--- src/irq_nest_cfg.svh ---
`ifndef IRQ_NEST_CFG_SVH
`define IRQ_NEST_CFG_SVH

`define NUM_SRC        12
`define SRC_IDX_W      4
`define AGE_W          4
`define KEY_W          8
`define FLAG_RST       12'h000
`define EN_RST         1'b0
`define SVC_RST        1'b1
`define KEY_PREV_RST   8'hFF
`define LAT_MIN_HI     13
`define LAT_MIN_LO     15
`define LAT_MAX_HI     63
`define LAT_MAX_LO     65
`define SEQ_LEN        4
`define AGE_HI         4'(`LAT_MIN_HI - `SEQ_LEN)
`define AGE_LO         4'(`LAT_MIN_LO - `SEQ_LEN)
`define AGE_MAX        4'hF
`define TRAP_VEC_LO    16'h003E
`define TRAP_VEC_HI    16'h003F
`define VEC_STEP       16'h0002

`endif

--- src/irq_nest_pkg.sv ---
`default_nettype none

package irq_nest_pkg;

    typedef enum logic [1:0]
    {
        ST_IDLE        = 2'h0,
        ST_PUSH_STATUS = 2'h1,
        ST_PUSH_PC     = 2'h3,
        ST_LOAD_VEC    = 2'h2
    } seq_state_t;

    typedef enum logic [1:0]
    {
        KIND_MASKABLE = 2'h0,
        KIND_BREAK    = 2'h1,
        KIND_NMI      = 2'h2
    } ack_kind_t;

endpackage : irq_nest_pkg

`default_nettype wire
--- src/interrupt_acknowledge_nesting.sv ---
// Operation
// Eligible only when requested and not masked
// Maskable acknowledge only with accept enable set
// High handler running blocks low priority requests
// Minimum latency 13 high, 15 low clocks
// Maximum latency 63 high, 65 low clocks
// Priority flag first, then default order
// Push status, PC; clear enable; load vector
// Vectored return ends a maskable handler; the code only clears the non-maskable in-service flag on it
// Returns and status pop restore status word
// Break trap always taken, vector 003EH/003FH
// Break handler leaves by break return
// Nest equal or higher priority, not lower
// Held request taken after one main instruction
// Nothing nests during non-maskable handler; the code still takes the break trap there
// Non-maskable taken despite cleared accept enable
// Status and flag touching instructions defer acknowledge
// Break trap itself does not defer
// Request flag set ignores priority flag
// Test events set flag, release standby
// Key input on any port falling edge
// Test events never start vectored processing
// Standby release only when test unmasked
// Default order and vectors are parameters
`include "irq_nest_cfg.svh"
`default_nettype none

module interrupt_acknowledge_nesting
    import irq_nest_pkg::*;
#(
    parameter logic [`NUM_SRC*`SRC_IDX_W-1:0] DEF_ORDER = 48'hBA9876543210,
    parameter logic [15:0]                    VEC_BASE  = 16'h0006,
    parameter logic [15:0]                    NMI_VEC   = 16'h0004
)
(
    input  wire logic                   clk_sys_i,
    input  wire logic                   resetn_i,
    input  wire logic [`NUM_SRC-1:0]    src_req_i,
    input  wire logic                   flag_wr_i,
    input  wire logic [`NUM_SRC-1:0]    flag_wdata_i,
    input  wire logic [`NUM_SRC-1:0]    mask_flag_i,
    input  wire logic [`NUM_SRC-1:0]    priority_select_flag_i,
    input  wire logic                   nmi_req_i,
    input  wire logic                   instr_end_i,
    input  wire logic                   instr_defer_i,
    input  wire logic                   break_trap_instr_i,
    input  wire logic                   vectored_return_instr_i,
    input  wire logic                   status_restore_i,
    input  wire logic                   restore_en_i,
    input  wire logic                   restore_svc_i,
    input  wire logic                   accept_on_instr_i,
    input  wire logic                   accept_off_instr_i,
    input  wire logic                   watch_overflow_test_input_i,
    input  wire logic [`KEY_W-1:0]      key_port_i,
    input  wire logic                   watch_test_mask_i,
    input  wire logic                   key_return_test_mask_i,
    input  wire logic                   test_flag_wr_i,
    input  wire logic                   watch_test_flag_wdata_i,
    input  wire logic                   key_return_test_flag_wdata_i,
    output logic [`NUM_SRC-1:0]         request_flag_o,
    output logic                        global_accept_enable_o,
    output logic                        in_service_priority_o,
    output logic                        nmi_in_service_o,
    output logic                        ack_busy_o,
    output logic                        push_status_o,
    output logic                        push_pc_o,
    output logic                        vector_load_o,
    output logic [15:0]                 vector_addr_o,
    output logic [`SRC_IDX_W-1:0]       ack_source_o,
    output logic                        watch_test_flag_o,
    output logic                        key_return_test_flag_o,
    output logic                        standby_release_o
);

    // Returns {found, index} of the best candidate in default order
    function automatic logic [`SRC_IDX_W:0] pick_src(
        input logic [`NUM_SRC-1:0] cand
    );
        logic [`SRC_IDX_W:0]   res;
        logic [`SRC_IDX_W-1:0] idx;
        res = '0;
        for (int r = `NUM_SRC - 1; r >= 0; r--)
        begin
            idx = DEF_ORDER[r*`SRC_IDX_W +: `SRC_IDX_W];
            if (cand[idx])
            begin
                res = {1'b1, idx};
            end
        end
        return res;
    endfunction : pick_src

    logic [`NUM_SRC-1:0]   flag_reg;
    logic [`NUM_SRC-1:0]   flag_next;
    logic [`AGE_W-1:0]     age_reg [`NUM_SRC];
    logic [`NUM_SRC-1:0]   aged;
    logic                  en_reg;
    logic                  en_next;
    logic                  svc_reg;
    logic                  svc_next;
    logic                  nmi_pend_reg;
    logic                  nmi_pend_next;
    logic                  nmi_svc_reg;
    logic                  nmi_svc_next;
    seq_state_t            state_reg;
    seq_state_t            state_next;
    ack_kind_t             kind_reg;
    ack_kind_t             kind_next;
    logic [`SRC_IDX_W-1:0] src_reg;
    logic [`SRC_IDX_W-1:0] src_next;
    logic [15:0]           vec_reg;
    logic [15:0]           vec_next;
    logic                  push_status_reg;
    logic                  push_pc_reg;
    logic                  vector_load_reg;
    logic                  busy_reg;
    logic [`KEY_W-1:0]     key_prev_reg;
    logic                  wt_flag_reg;
    logic                  wt_flag_next;
    logic                  kr_flag_reg;
    logic                  kr_flag_next;
    logic                  release_reg;
    logic                  release_next;

    logic [`NUM_SRC-1:0]   cand;
    logic [`SRC_IDX_W:0]   pick_hi;
    logic [`SRC_IDX_W:0]   pick_lo;
    logic                  idle;
    logic                  boundary;
    logic                  take_brk;
    logic                  take_nmi;
    logic                  take_mask;
    logic [`SRC_IDX_W-1:0] mask_idx;
    logic                  key_fall;

    // Age gates eligibility so service never starts before the minimum
    generate
        for (genvar i = 0; i < `NUM_SRC; i++)
        begin : g_age
            logic [`AGE_W-1:0] age_next;
            always_comb
            begin
                age_next = age_reg[i];
                if (!flag_reg[i])
                begin
                    age_next = '0;
                end
                else if (age_reg[i] != `AGE_MAX)
                begin
                    age_next = age_reg[i] + 4'h1;
                end
            end
            always_ff @(posedge clk_sys_i or negedge resetn_i)
            begin
                if (!resetn_i)
                begin
                    age_reg[i] <= '0;
                end
                else
                begin
                    age_reg[i] <= age_next;
                end
            end
            assign aged[i] = priority_select_flag_i[i] ?
                             (age_reg[i] >= `AGE_LO) :
                             (age_reg[i] >= `AGE_HI);
        end
    endgenerate

    assign cand = flag_reg & ~mask_flag_i & aged
                & (~priority_select_flag_i | {`NUM_SRC{svc_reg}});
    assign pick_hi = pick_src(cand & ~priority_select_flag_i);
    assign pick_lo = pick_src(cand & priority_select_flag_i);
    assign mask_idx = pick_hi[`SRC_IDX_W] ? pick_hi[`SRC_IDX_W-1:0]
                                          : pick_lo[`SRC_IDX_W-1:0];

    // Decision only at instruction ends; the longest instruction bounds
    // the wait, so the sequencer must not exceed the upper latency
    assign idle     = (state_reg == ST_IDLE);
    // Judged on the ending one, so a deferring instruction lets one more run
    assign boundary = instr_end_i & idle & ~instr_defer_i;
    assign take_brk = instr_end_i & idle & break_trap_instr_i;
    assign take_nmi = boundary & ~break_trap_instr_i & nmi_pend_reg
                    & ~nmi_svc_reg;
    assign take_mask = boundary & ~break_trap_instr_i & ~nmi_pend_reg
                     & ~nmi_svc_reg & en_reg
                     & (pick_hi[`SRC_IDX_W] | pick_lo[`SRC_IDX_W]);

    always_comb
    begin
        flag_next = flag_wr_i ? flag_wdata_i : flag_reg;
        if (take_mask)
        begin
            flag_next[mask_idx] = 1'b0;
        end
        flag_next = flag_next | src_req_i;
    end

    always_comb
    begin
        en_next       = en_reg;
        svc_next      = svc_reg;
        nmi_svc_next  = nmi_svc_reg;
        nmi_pend_next = (nmi_pend_reg & ~take_nmi) | nmi_req_i;
        if (state_reg == ST_PUSH_PC)
        begin
            // Cleared only after the status push so the old value is saved
            en_next = 1'b0;
            if (kind_reg == KIND_MASKABLE)
            begin
                svc_next = priority_select_flag_i[src_reg];
            end
            else if (kind_reg == KIND_NMI)
            begin
                svc_next     = 1'b0;
                nmi_svc_next = 1'b1;
            end
        end
        else if (status_restore_i)
        begin
            en_next  = restore_en_i;
            svc_next = restore_svc_i;
        end
        else if (accept_on_instr_i)
        begin
            en_next = 1'b1;
        end
        else if (accept_off_instr_i)
        begin
            en_next = 1'b0;
        end
        if (vectored_return_instr_i)
        begin
            nmi_svc_next = 1'b0;
        end
    end

    always_comb
    begin
        state_next = state_reg;
        kind_next  = kind_reg;
        src_next   = src_reg;
        vec_next   = vec_reg;
        case (state_reg)
            ST_IDLE:
            begin
                if (take_brk)
                begin
                    state_next = ST_PUSH_STATUS;
                    kind_next  = KIND_BREAK;
                end
                else if (take_nmi)
                begin
                    state_next = ST_PUSH_STATUS;
                    kind_next  = KIND_NMI;
                end
                else if (take_mask)
                begin
                    state_next = ST_PUSH_STATUS;
                    kind_next  = KIND_MASKABLE;
                    src_next   = mask_idx;
                end
            end
            ST_PUSH_STATUS:
            begin
                state_next = ST_PUSH_PC;
            end
            ST_PUSH_PC:
            begin
                state_next = ST_LOAD_VEC;
                case (kind_reg)
                    KIND_BREAK:
                    begin
                        vec_next = `TRAP_VEC_LO;
                    end
                    KIND_NMI:
                    begin
                        vec_next = NMI_VEC;
                    end
                    default:
                    begin
                        vec_next = VEC_BASE
                                 + 16'(src_reg) * `VEC_STEP;
                    end
                endcase
            end
            ST_LOAD_VEC:
            begin
                state_next = ST_IDLE;
            end
            default:
            begin
                state_next = ST_IDLE;
            end
        endcase
    end

    // Test inputs touch no vector path, only their flag and standby
    assign key_fall = |(key_prev_reg & ~key_port_i);

    always_comb
    begin
        wt_flag_next = test_flag_wr_i ? watch_test_flag_wdata_i
                                      : wt_flag_reg;
        kr_flag_next = test_flag_wr_i ? key_return_test_flag_wdata_i
                                      : kr_flag_reg;
        wt_flag_next = wt_flag_next | watch_overflow_test_input_i;
        kr_flag_next = kr_flag_next | key_fall;
        release_next = (watch_overflow_test_input_i & ~watch_test_mask_i)
                     | (key_fall & ~key_return_test_mask_i);
    end

    always_ff @(posedge clk_sys_i or negedge resetn_i)
    begin
        if (!resetn_i)
        begin
            flag_reg        <= `FLAG_RST;
            en_reg          <= `EN_RST;
            svc_reg         <= `SVC_RST;
            nmi_pend_reg    <= 1'b0;
            nmi_svc_reg     <= 1'b0;
            state_reg       <= ST_IDLE;
            kind_reg        <= KIND_MASKABLE;
            src_reg         <= '0;
            vec_reg         <= '0;
            push_status_reg <= 1'b0;
            push_pc_reg     <= 1'b0;
            vector_load_reg <= 1'b0;
            busy_reg        <= 1'b0;
            key_prev_reg    <= `KEY_PREV_RST;
            wt_flag_reg     <= 1'b0;
            kr_flag_reg     <= 1'b0;
            release_reg     <= 1'b0;
        end
        else
        begin
            flag_reg        <= flag_next;
            en_reg          <= en_next;
            svc_reg         <= svc_next;
            nmi_pend_reg    <= nmi_pend_next;
            nmi_svc_reg     <= nmi_svc_next;
            state_reg       <= state_next;
            kind_reg        <= kind_next;
            src_reg         <= src_next;
            vec_reg         <= vec_next;
            push_status_reg <= (state_next == ST_PUSH_STATUS);
            push_pc_reg     <= (state_next == ST_PUSH_PC);
            vector_load_reg <= (state_next == ST_LOAD_VEC);
            busy_reg        <= (state_next != ST_IDLE);
            key_prev_reg    <= key_port_i;
            wt_flag_reg     <= wt_flag_next;
            kr_flag_reg     <= kr_flag_next;
            release_reg     <= release_next;
        end
    end

    assign request_flag_o         = flag_reg;
    assign global_accept_enable_o = en_reg;
    assign in_service_priority_o  = svc_reg;
    assign nmi_in_service_o       = nmi_svc_reg;
    assign ack_busy_o             = busy_reg;
    assign push_status_o          = push_status_reg;
    assign push_pc_o              = push_pc_reg;
    assign vector_load_o          = vector_load_reg;
    assign vector_addr_o          = vec_reg;
    assign ack_source_o           = src_reg;
    assign watch_test_flag_o      = wt_flag_reg;
    assign key_return_test_flag_o = kr_flag_reg;
    assign standby_release_o      = release_reg;

endmodule : interrupt_acknowledge_nesting

`default_nettype wire

--- config.mk ---
export PLATFORM = sky130hd
export DESIGN_NAME = interrupt_acknowledge_nesting
export DESIGN_NICKNAME = d
export VERILOG_FILES = /design/src/irq_nest_pkg.sv /design/src/interrupt_acknowledge_nesting.sv
export VERILOG_INCLUDE_DIRS = /design/src
export SDC_FILE = /design/constraint.sdc
export NUM_CORES = 1
export LEC_CHECK = 0
export BUFFER_PORTS_ARGS = -buffer_cell sky130_fd_sc_hd__buf_2
export CAP_MARGIN = 15
export CORE_MARGIN = 2
export CORE_UTILIZATION = 50
export CTS_BUF_LIST = sky130_fd_sc_hd__clkbuf_16
export CTS_CLUSTER_SIZE = 28
export DETAILED_ROUTE_END_ITERATION = 8
export HOLD_SLACK_MARGIN = 0.02
export PLACE_DENSITY = 0.74
export SYNTH_ARGS = -nofsm -noshare
export SYNTH_HDL_FRONTEND = slang
export SYNTH_SLANG_ARGS = --single-unit
--- constraint.sdc ---
create_clock -name clk_sys_i -period 3 [get_ports clk_sys_i]
set_clock_uncertainty 0.1 [all_clocks]
set_input_delay 0.3 -clock clk_sys_i [delete_from_list [all_inputs] [get_ports clk_sys_i]]
set_output_delay 0.3 -clock clk_sys_i [all_outputs]
set_load 0.02 [all_outputs]
* Word level (Yosys, flattened, before mapping) *
Cells that the tools add are included.

operators by class
  add/subtract/negate cells = 13
  order comparisons = 27
  equality and inequality tests = 34
  mux-type cells = 89
  bitwise operators = 39
  reductions and logical operators = 14

operators with widths
  operator             count
  $mux 5               24
  $mux 4               25
  $ge 4x4->1 const B   24
  $and 12x12->12       6
  $add 4x1->4 const B  12
  $ne 4x4->1 const B   12
  $not 12->12          3
  $mux 1               28
  $mux 12              2
  $ne 2x1->1 const B   12
  $or 12x12->12        2
  $and 1x1->1          13
  $mux 2               6
  $pmux 6 s2           1
  $eq 2x2->1 const B   5
  $lt 4x5->1 const B   2
  $and 8x8->8          1
  $not 1->1            8
  $not 8->8            1
  $pmux 2 s4           1
  $reduce_bool 2->1    4
  $reduce_or 8->1      1
  $add 3x5->6 const A  1
  $eq 2x1->1 const B   3
  other kinds (13)     19

word-level totals
  flip-flop bits (word level) = 103
  input bits = 75
  output and inout bits = 42
  word-level logic and storage cells = 245

* Depth between registers and ports, before layout *
  depth in word-level cells = 26
  gate-level depth with buffers = 9
  mapped depth without buffers = 8

* Least setup slack after synthesis *
No wires, ideal clock.

  path type = reg-to-reg
  start = register age_reg[40] (netlist bit)
  end = register flag_reg[4] (netlist: request_flag_o[4])
  library setup time = 0.126 ns
  arrival = 2.417 ns
  required time = 2.774 ns
  slack = 0.357 ns
  stages on the path, launching flop included = 8
  path buffers = 0
  period minus slack after synthesis = 2.643 ns
  cells stage by stage = dfrtp_1 -> ha_1 -> o211ai_2 -> nor2_2 -> or4b_4 -> o311a_1 -> or3_1 -> o32a_1

on the way
  longest elaborated chain between the ends = 16
  elaborated cells on any way between the ends = 23
  classes of those cells = 4 x order compare; 9 x mux; 9 x bitwise; 1 x reduce/logical

RTL lines
  what                                                            RTL line                                                                    source
  from (decl)                                                     interrupt_acknowledge_nesting.sv:95                                         logic [`AGE_W-1:0] age_reg [`NUM_SRC];
  from (signal, indexed assignment)                               interrupt_acknowledge_nesting.sv:161                                        age_reg[i] <= age_next;
  $ge 4x4->1 (no line)                                            n/a
  $mux 1 (*)                                                      interrupt_acknowledge_nesting.sv:164                                        assign aged[i] = priority_select_flag_i[i] ?
  $and 12x12->12 (*) (2 in a row)                                 interrupt_acknowledge_nesting.sv:170                                        assign cand = flag_reg & ~mask_flag_i & aged
  $and 12x12->12, on equally long branches                        interrupt_acknowledge_nesting.sv:173, interrupt_acknowledge_nesting.sv:172
  $mux 5 (2 in a row)                                             interrupt_acknowledge_nesting.sv:85                                         if (cand[idx])
  $mux 4                                                          interrupt_acknowledge_nesting.sv:174                                        assign mask_idx = pick_hi[`SRC_IDX_W] ? pick_hi[`SRC_IDX_W-1:0]
  $lt 4x5->1 (implied by the code) or $ge 4x1->1 (tied branches)  interrupt_acknowledge_nesting.sv:194                                        flag_next[mask_idx] = 1'b0;
  $logic_and 1x1->1 (implied by the code)                         interrupt_acknowledge_nesting.sv:194
  $mux 1 (implied by the code)                                    interrupt_acknowledge_nesting.sv:194
  $demux 1 s4                                                     interrupt_acknowledge_nesting.sv:194
  $not 12->12 (no line)                                           n/a
  $and 12x12->12 (no line)                                        n/a
  $mux 12 (*)                                                     interrupt_acknowledge_nesting.sv:192                                        if (take_mask)
  $or 12x12->12 (*)                                               interrupt_acknowledge_nesting.sv:196                                        flag_next = flag_next | src_req_i;
  via flag_next[4]                                                interrupt_acknowledge_nesting.sv:94                                         logic [`NUM_SRC-1:0] flag_next;
  to (signal assigned)                                            interrupt_acknowledge_nesting.sv:317                                        flag_reg <= `FLAG_RST;
  to (signal assigned)                                            interrupt_acknowledge_nesting.sv:337                                        flag_reg <= flag_next;
  to (decl)                                                       interrupt_acknowledge_nesting.sv:93                                         logic [`NUM_SRC-1:0] flag_reg;

Mark *: on every way through the listed nets, which the timed path passes. The rest lies on a longest branch.
A chain may end at the register's enable or synchronous reset.

* Worst setup path in the final report *
  start = register age_reg[32] (netlist bit)
  end = register flag_reg[4] (netlist: request_flag_o[4])

on the way
  longest elaborated chain between the ends = 18
  elaborated cells on any way between the ends = 27
  classes of those cells = 4 x order compare; 13 x mux; 9 x bitwise; 1 x reduce/logical

RTL lines
  what                                                            RTL line
  $ge 4x4->1 (no line)                                            n/a
  $mux 1 (*)                                                      interrupt_acknowledge_nesting.sv:164
  $and 12x12->12 (*) (2 in a row)                                 interrupt_acknowledge_nesting.sv:170
  $and 12x12->12, on equally long branches                        interrupt_acknowledge_nesting.sv:173, interrupt_acknowledge_nesting.sv:172
  $mux 5 (4 in a row)                                             interrupt_acknowledge_nesting.sv:85
  $mux 4                                                          interrupt_acknowledge_nesting.sv:174
  $lt 4x5->1 (implied by the code) or $ge 4x1->1 (tied branches)  interrupt_acknowledge_nesting.sv:194
  $logic_and 1x1->1 (implied by the code)                         interrupt_acknowledge_nesting.sv:194
  $mux 1 (implied by the code)                                    interrupt_acknowledge_nesting.sv:194
  $demux 1 s4                                                     interrupt_acknowledge_nesting.sv:194
  $not 12->12 (no line)                                           n/a
  $and 12x12->12 (no line)                                        n/a
  $mux 12 (*)                                                     interrupt_acknowledge_nesting.sv:192
  $or 12x12->12 (*)                                               interrupt_acknowledge_nesting.sv:196
  via flag_next[4]                                                interrupt_acknowledge_nesting.sv:94

Marked as above.

==> impl_metrics.prom <==
# TYPE chip_impl_metric gauge
chip_impl_info{name="timing.critical_path.from_type",value="flip-flop"} 1
chip_impl_metric{name="internal_power",unit="mW"} 3.08
chip_impl_info{name="min_path_type",value="in -> reg"} 1
chip_impl_metric{name="worst_path_largest_cell_delay",unit="ps"} 520
chip_impl_metric{name="path_depth",unit=""} 7
chip_impl_metric{name="sequential_share_of_the_synthesized_area",unit="%"} 42.7
chip_impl_metric{name="cell_depth_of_the_worst_hold_path",unit=""} 2
chip_impl_metric{name="clockPowerShare",unit="%"} 22.0
chip_impl_info{name="r2r-end",value="request_flag_o[4]"} 1
chip_impl_metric{name="start_util",unit="%"} 52.0
chip_impl_info{name="grt_setup_unrepaired",value="false"} 1
chip_impl_metric{name="insertedDiodeCount",unit=""} 0
chip_impl_metric{name="routed-via-count",unit=""} 4686
chip_impl_metric{name="detailedPlacementHpwl",unit="µm"} 10400
chip_impl_metric{name="register_to_register_setup_slack",unit="ps"} 220
chip_impl_info{name="clockRootBuffer",value="clkbuf_16"} 1
chip_impl_metric{name="setup_viol",unit=""} 0
chip_impl_metric{name="grt_use_total",unit="%"} 23.6
chip_impl_metric{name="final.min_clock_period",unit="ps"} 2780
chip_impl_info{name="critPathTopFamily",value="simple AND/OR/NAND/NOR gates"} 1
chip_impl_metric{name="p_total",unit="mW"} 5.10
chip_impl_info{name="status",value="finished, final reports clean"} 1
chip_impl_info{name="timing.rr.start",value="age_reg[32]"} 1
chip_impl_metric{name="final_weighted_congestion_in_routability_driven_placement",unit=""} 0.937
chip_impl_info{name="worst_setup_path_startpoint",value="age_reg[32]"} 1
chip_impl_metric{name="antenna_found_initial",unit=""} 0
chip_impl_metric{name="initialDrtViolationCount",unit=""} 245
chip_impl_metric{name="post_drt_wl_per_cell",unit="µm"} 16.1
chip_impl_metric{name="dr.pass1.iters",unit=""} 4
chip_impl_metric{name="fin_nets",unit=""} 810
chip_impl_metric{name="inserted_clock_buffers",unit=""} 9
chip_impl_metric{name="r2r.worst_path.cells",unit=""} 7
chip_impl_metric{name="slew-limit-headroom",unit="%"} 57.1
chip_impl_metric{name="cts-resized-gates",unit=""} 0
chip_impl_metric{name="io_buffer_count",unit=""} 105
chip_impl_metric{name="via_count_of_the_first_global_routing_pass",unit=""} 4467
chip_impl_metric{name="maxCapViolations",unit=""} 0
chip_impl_metric{name="std_cell_rows",unit=""} 37
chip_impl_metric{name="overflow",unit=""} 0
chip_impl_metric{name="syn_inst",unit=""} 569
chip_impl_metric{name="insertion_delay",unit="ps"} 340
chip_impl_metric{name="flow.area_growth_from_synthesis",unit="%"} 20.0
chip_impl_metric{name="drt_drc_violations_left",unit=""} 0
chip_impl_metric{name="netlist_area",unit="µm²"} 5410
chip_impl_metric{name="power.share.sequential",unit="%"} 40.7
chip_impl_metric{name="hold_slack",unit="ps"} 49.7
chip_impl_metric{name="totalNegativeSetupSlack",unit="ps"} 0
chip_impl_metric{name="timing_worst_slew_pin_value",unit="ps"} 640
chip_impl_metric{name="mean_instance_size_in_the_synthesized_netlist",unit="µm²"} 9.51
chip_impl_metric{name="ys.warnings.count",unit=""} 0
chip_impl_metric{name="detail_route.wirelength",unit="µm"} 13500
chip_impl_metric{name="cts.clk_slew.worst_paths",unit="ps"} 70
chip_impl_metric{name="ratio_of_cells_with_drive_above_1_in_the_final_layout",unit="%"} 22.0
chip_impl_metric{name="die-height",unit="µm"} 108
chip_impl_metric{name="final_min_period_over_clock_period",unit="%"} 92.7
chip_impl_info{name="final_cell_mix",value="buf_2 (104), dfrtp_1 (83), inv_1 (69), nor2_1 (67), ha_1 (40)"} 1
chip_impl_metric{name="synth.lib_cells_used.distinct",unit=""} 62
chip_impl_metric{name="hold_viol",unit=""} 0
chip_impl_metric{name="max_clock_freq",unit="GHz"} 0.360
chip_impl_info{name="timing.critical_path.to_type",value="flip-flop"} 1
chip_impl_metric{name="synth-async-reset-ratio",unit="%"} 100
chip_impl_metric{name="synth_enable_flop_cells",unit=""} 0
chip_impl_metric{name="grt_pass1_wl",unit="µm"} 21400
chip_impl_info{name="final_common_cell",value="buf_2"} 1
chip_impl_metric{name="maximum_number_of_pins_on_one_net_before_global_route_repair",unit=""} 48
chip_impl_metric{name="die_outline_width",unit="µm"} 108
chip_impl_metric{name="bufs_on_longest_clock_path",unit=""} 2
chip_impl_metric{name="drt.antenna.violating_nets",unit=""} 0
chip_impl_metric{name="critical_path_peak_fanout",unit=""} 5
chip_impl_metric{name="cts.sink_count",unit=""} 92
chip_impl_metric{name="drt-vias-per-instance",unit=""} 5.61
chip_impl_metric{name="vdd_drop_max",unit="µV"} 359
chip_impl_metric{name="power.density_cell_area",unit="nW/µm²"} 785
chip_impl_metric{name="largest_reg_flops",unit=""} 48
chip_impl_info{name="crit_chain",value="ha_1, o21ai_1, nor3_1, or4b_4, o311a_1, or3_1, o32a_1"} 1
chip_impl_metric{name="worstPathRequired",unit="ps"} 3130
chip_impl_info{name="tritoncts",value="yes"} 1
chip_impl_metric{name="p_switching",unit="mW"} 2.03
chip_impl_metric{name="sw_share",unit="%"} 39.7
chip_impl_metric{name="critical_path.n_buffers_inverters",unit=""} 0
chip_impl_metric{name="floorplan.core_area",unit="µm²"} 10400
chip_impl_metric{name="static-leakage-power",unit="nW"} 3.11
chip_impl_metric{name="pwr-share-comb",unit="%"} 37.3
chip_impl_info{name="capture_point_of_the_critical_path",value="request_flag_o[4]"} 1
chip_impl_metric{name="synth-seq-cells",unit=""} 92
chip_impl_metric{name="dieArea",unit="µm²"} 11700
chip_impl_metric{name="ioPinCount",unit=""} 117
chip_impl_info{name="timing_worst_setup_path_type",value="reg -> reg"} 1
chip_impl_info{name="yosys_most_used_dff",value="dfrtp_1"} 1
chip_impl_info{name="worst_path_max_delay_cell",value="or4b_4"} 1
chip_impl_metric{name="slew_viol_final",unit=""} 0
chip_impl_metric{name="num-fill-cells",unit=""} 868
chip_impl_metric{name="ctsHtreeMaxLevel",unit=""} 3
chip_impl_metric{name="timing.critical_path.arrival",unit="ps"} 2910
cell usage after synthesis (6+ instances only):
master	n	area [µm²]
dfrtp_1	83	2080
nor3_1	28	140
nor3b_1	6	45.0
ha_1	40	500
nand3_1	24	120
o211ai_1	6	45.0
a211oi_1	30	225
nor2_1	67	251
a31oi_1	29	181
dfstp_2	9	236
inv_1	68	255
xnor2_1	13	114
mux2i_1	17	170
or3_1	13	81.3
nand3b_1	13	97.6
nand2_1	18	67.6
o21ai_0	21	105
buf_4	11	82.6
layer usage:
metal	vias to the layer above	track usage (%)	routed length, µm
met5	-	0	0
li1	2266	-	-
met3	19	4.16	955
met4	0	7.42	226
met1	2229	30.5	5880
met2	172	40.5	6410
logic make-up after synthesis:
| logic type | count (synthesis) | synth area share [%] |
|---|---|---|
| compound gates | 120 | 15.4 |
| xor+xnor | 14 | 2.27 |
| fa+ha+maj | 40 | 9.25 |
| buf+inv | 86 | 6.89 |
| flops | 92 | 42.7 |
| mux | 21 | 4.60 |
| other cells | 1 | 0.0693 |
| simple gates | 195 | 18.8 |
how the worst min path moves through the flow:
stage,startpoint,endpoint
2_1_floorplan,resetn_i,ack_busy_o
3_3_place_gp,resetn_i,nmi_in_service_o
3_5_place_dp,resetn_i,nmi_in_service_o
4_1_cts,key_return_test_mask_i,standby_release_o
5_1_grt,key_return_test_mask_i,standby_release_o
6_report,key_return_test_mask_i,standby_release_o
power by group through the flow:
stage / sequential (mW) / combinational [mW] / clock [mW]
final: 2.08 / 1.90 / 1.12
after global routing: 2.15 / 2.14 / 1.20
after CTS: 2.07 / 1.90 / 1.14
after detailed placement: 2.09 / 1.88 / 0
after global placement: 2.06 / 1.80 / 0
after floorplan: 2.07 / 1.26 / 0
what timing repair did:
item | in CTS | in global routing
hold endpoints to repair | 45 | 0
hold buffers | 10 | 0
buffers inserted | 0 | 0
stage by stage:
stage               instance area [µm²]  instances  setup slack (ps)  util [%]
finish                             6500        836               219      62.4
floorplan                          5450        579               357         -
CTS                                6500        836               238      62.4
global route                       6500        836              84.8      62.4
global placement                   6100        810               327      58.6
detailed placement                 6100        810               262      58.6
area by class of cell:
type,count,area (µm²),share of cell area (%)
clock inverter,7,68.8,1.06
tap,136,170,2.62
clock buffer,9,225,3.47
sequential,92,2310,35.6
inverter,68,255,3.93
multi-input combinational,401,2760,42.5
timing repair buffer,123,701,10.8
Note: power is estimated with default switching activity, not from simulation.
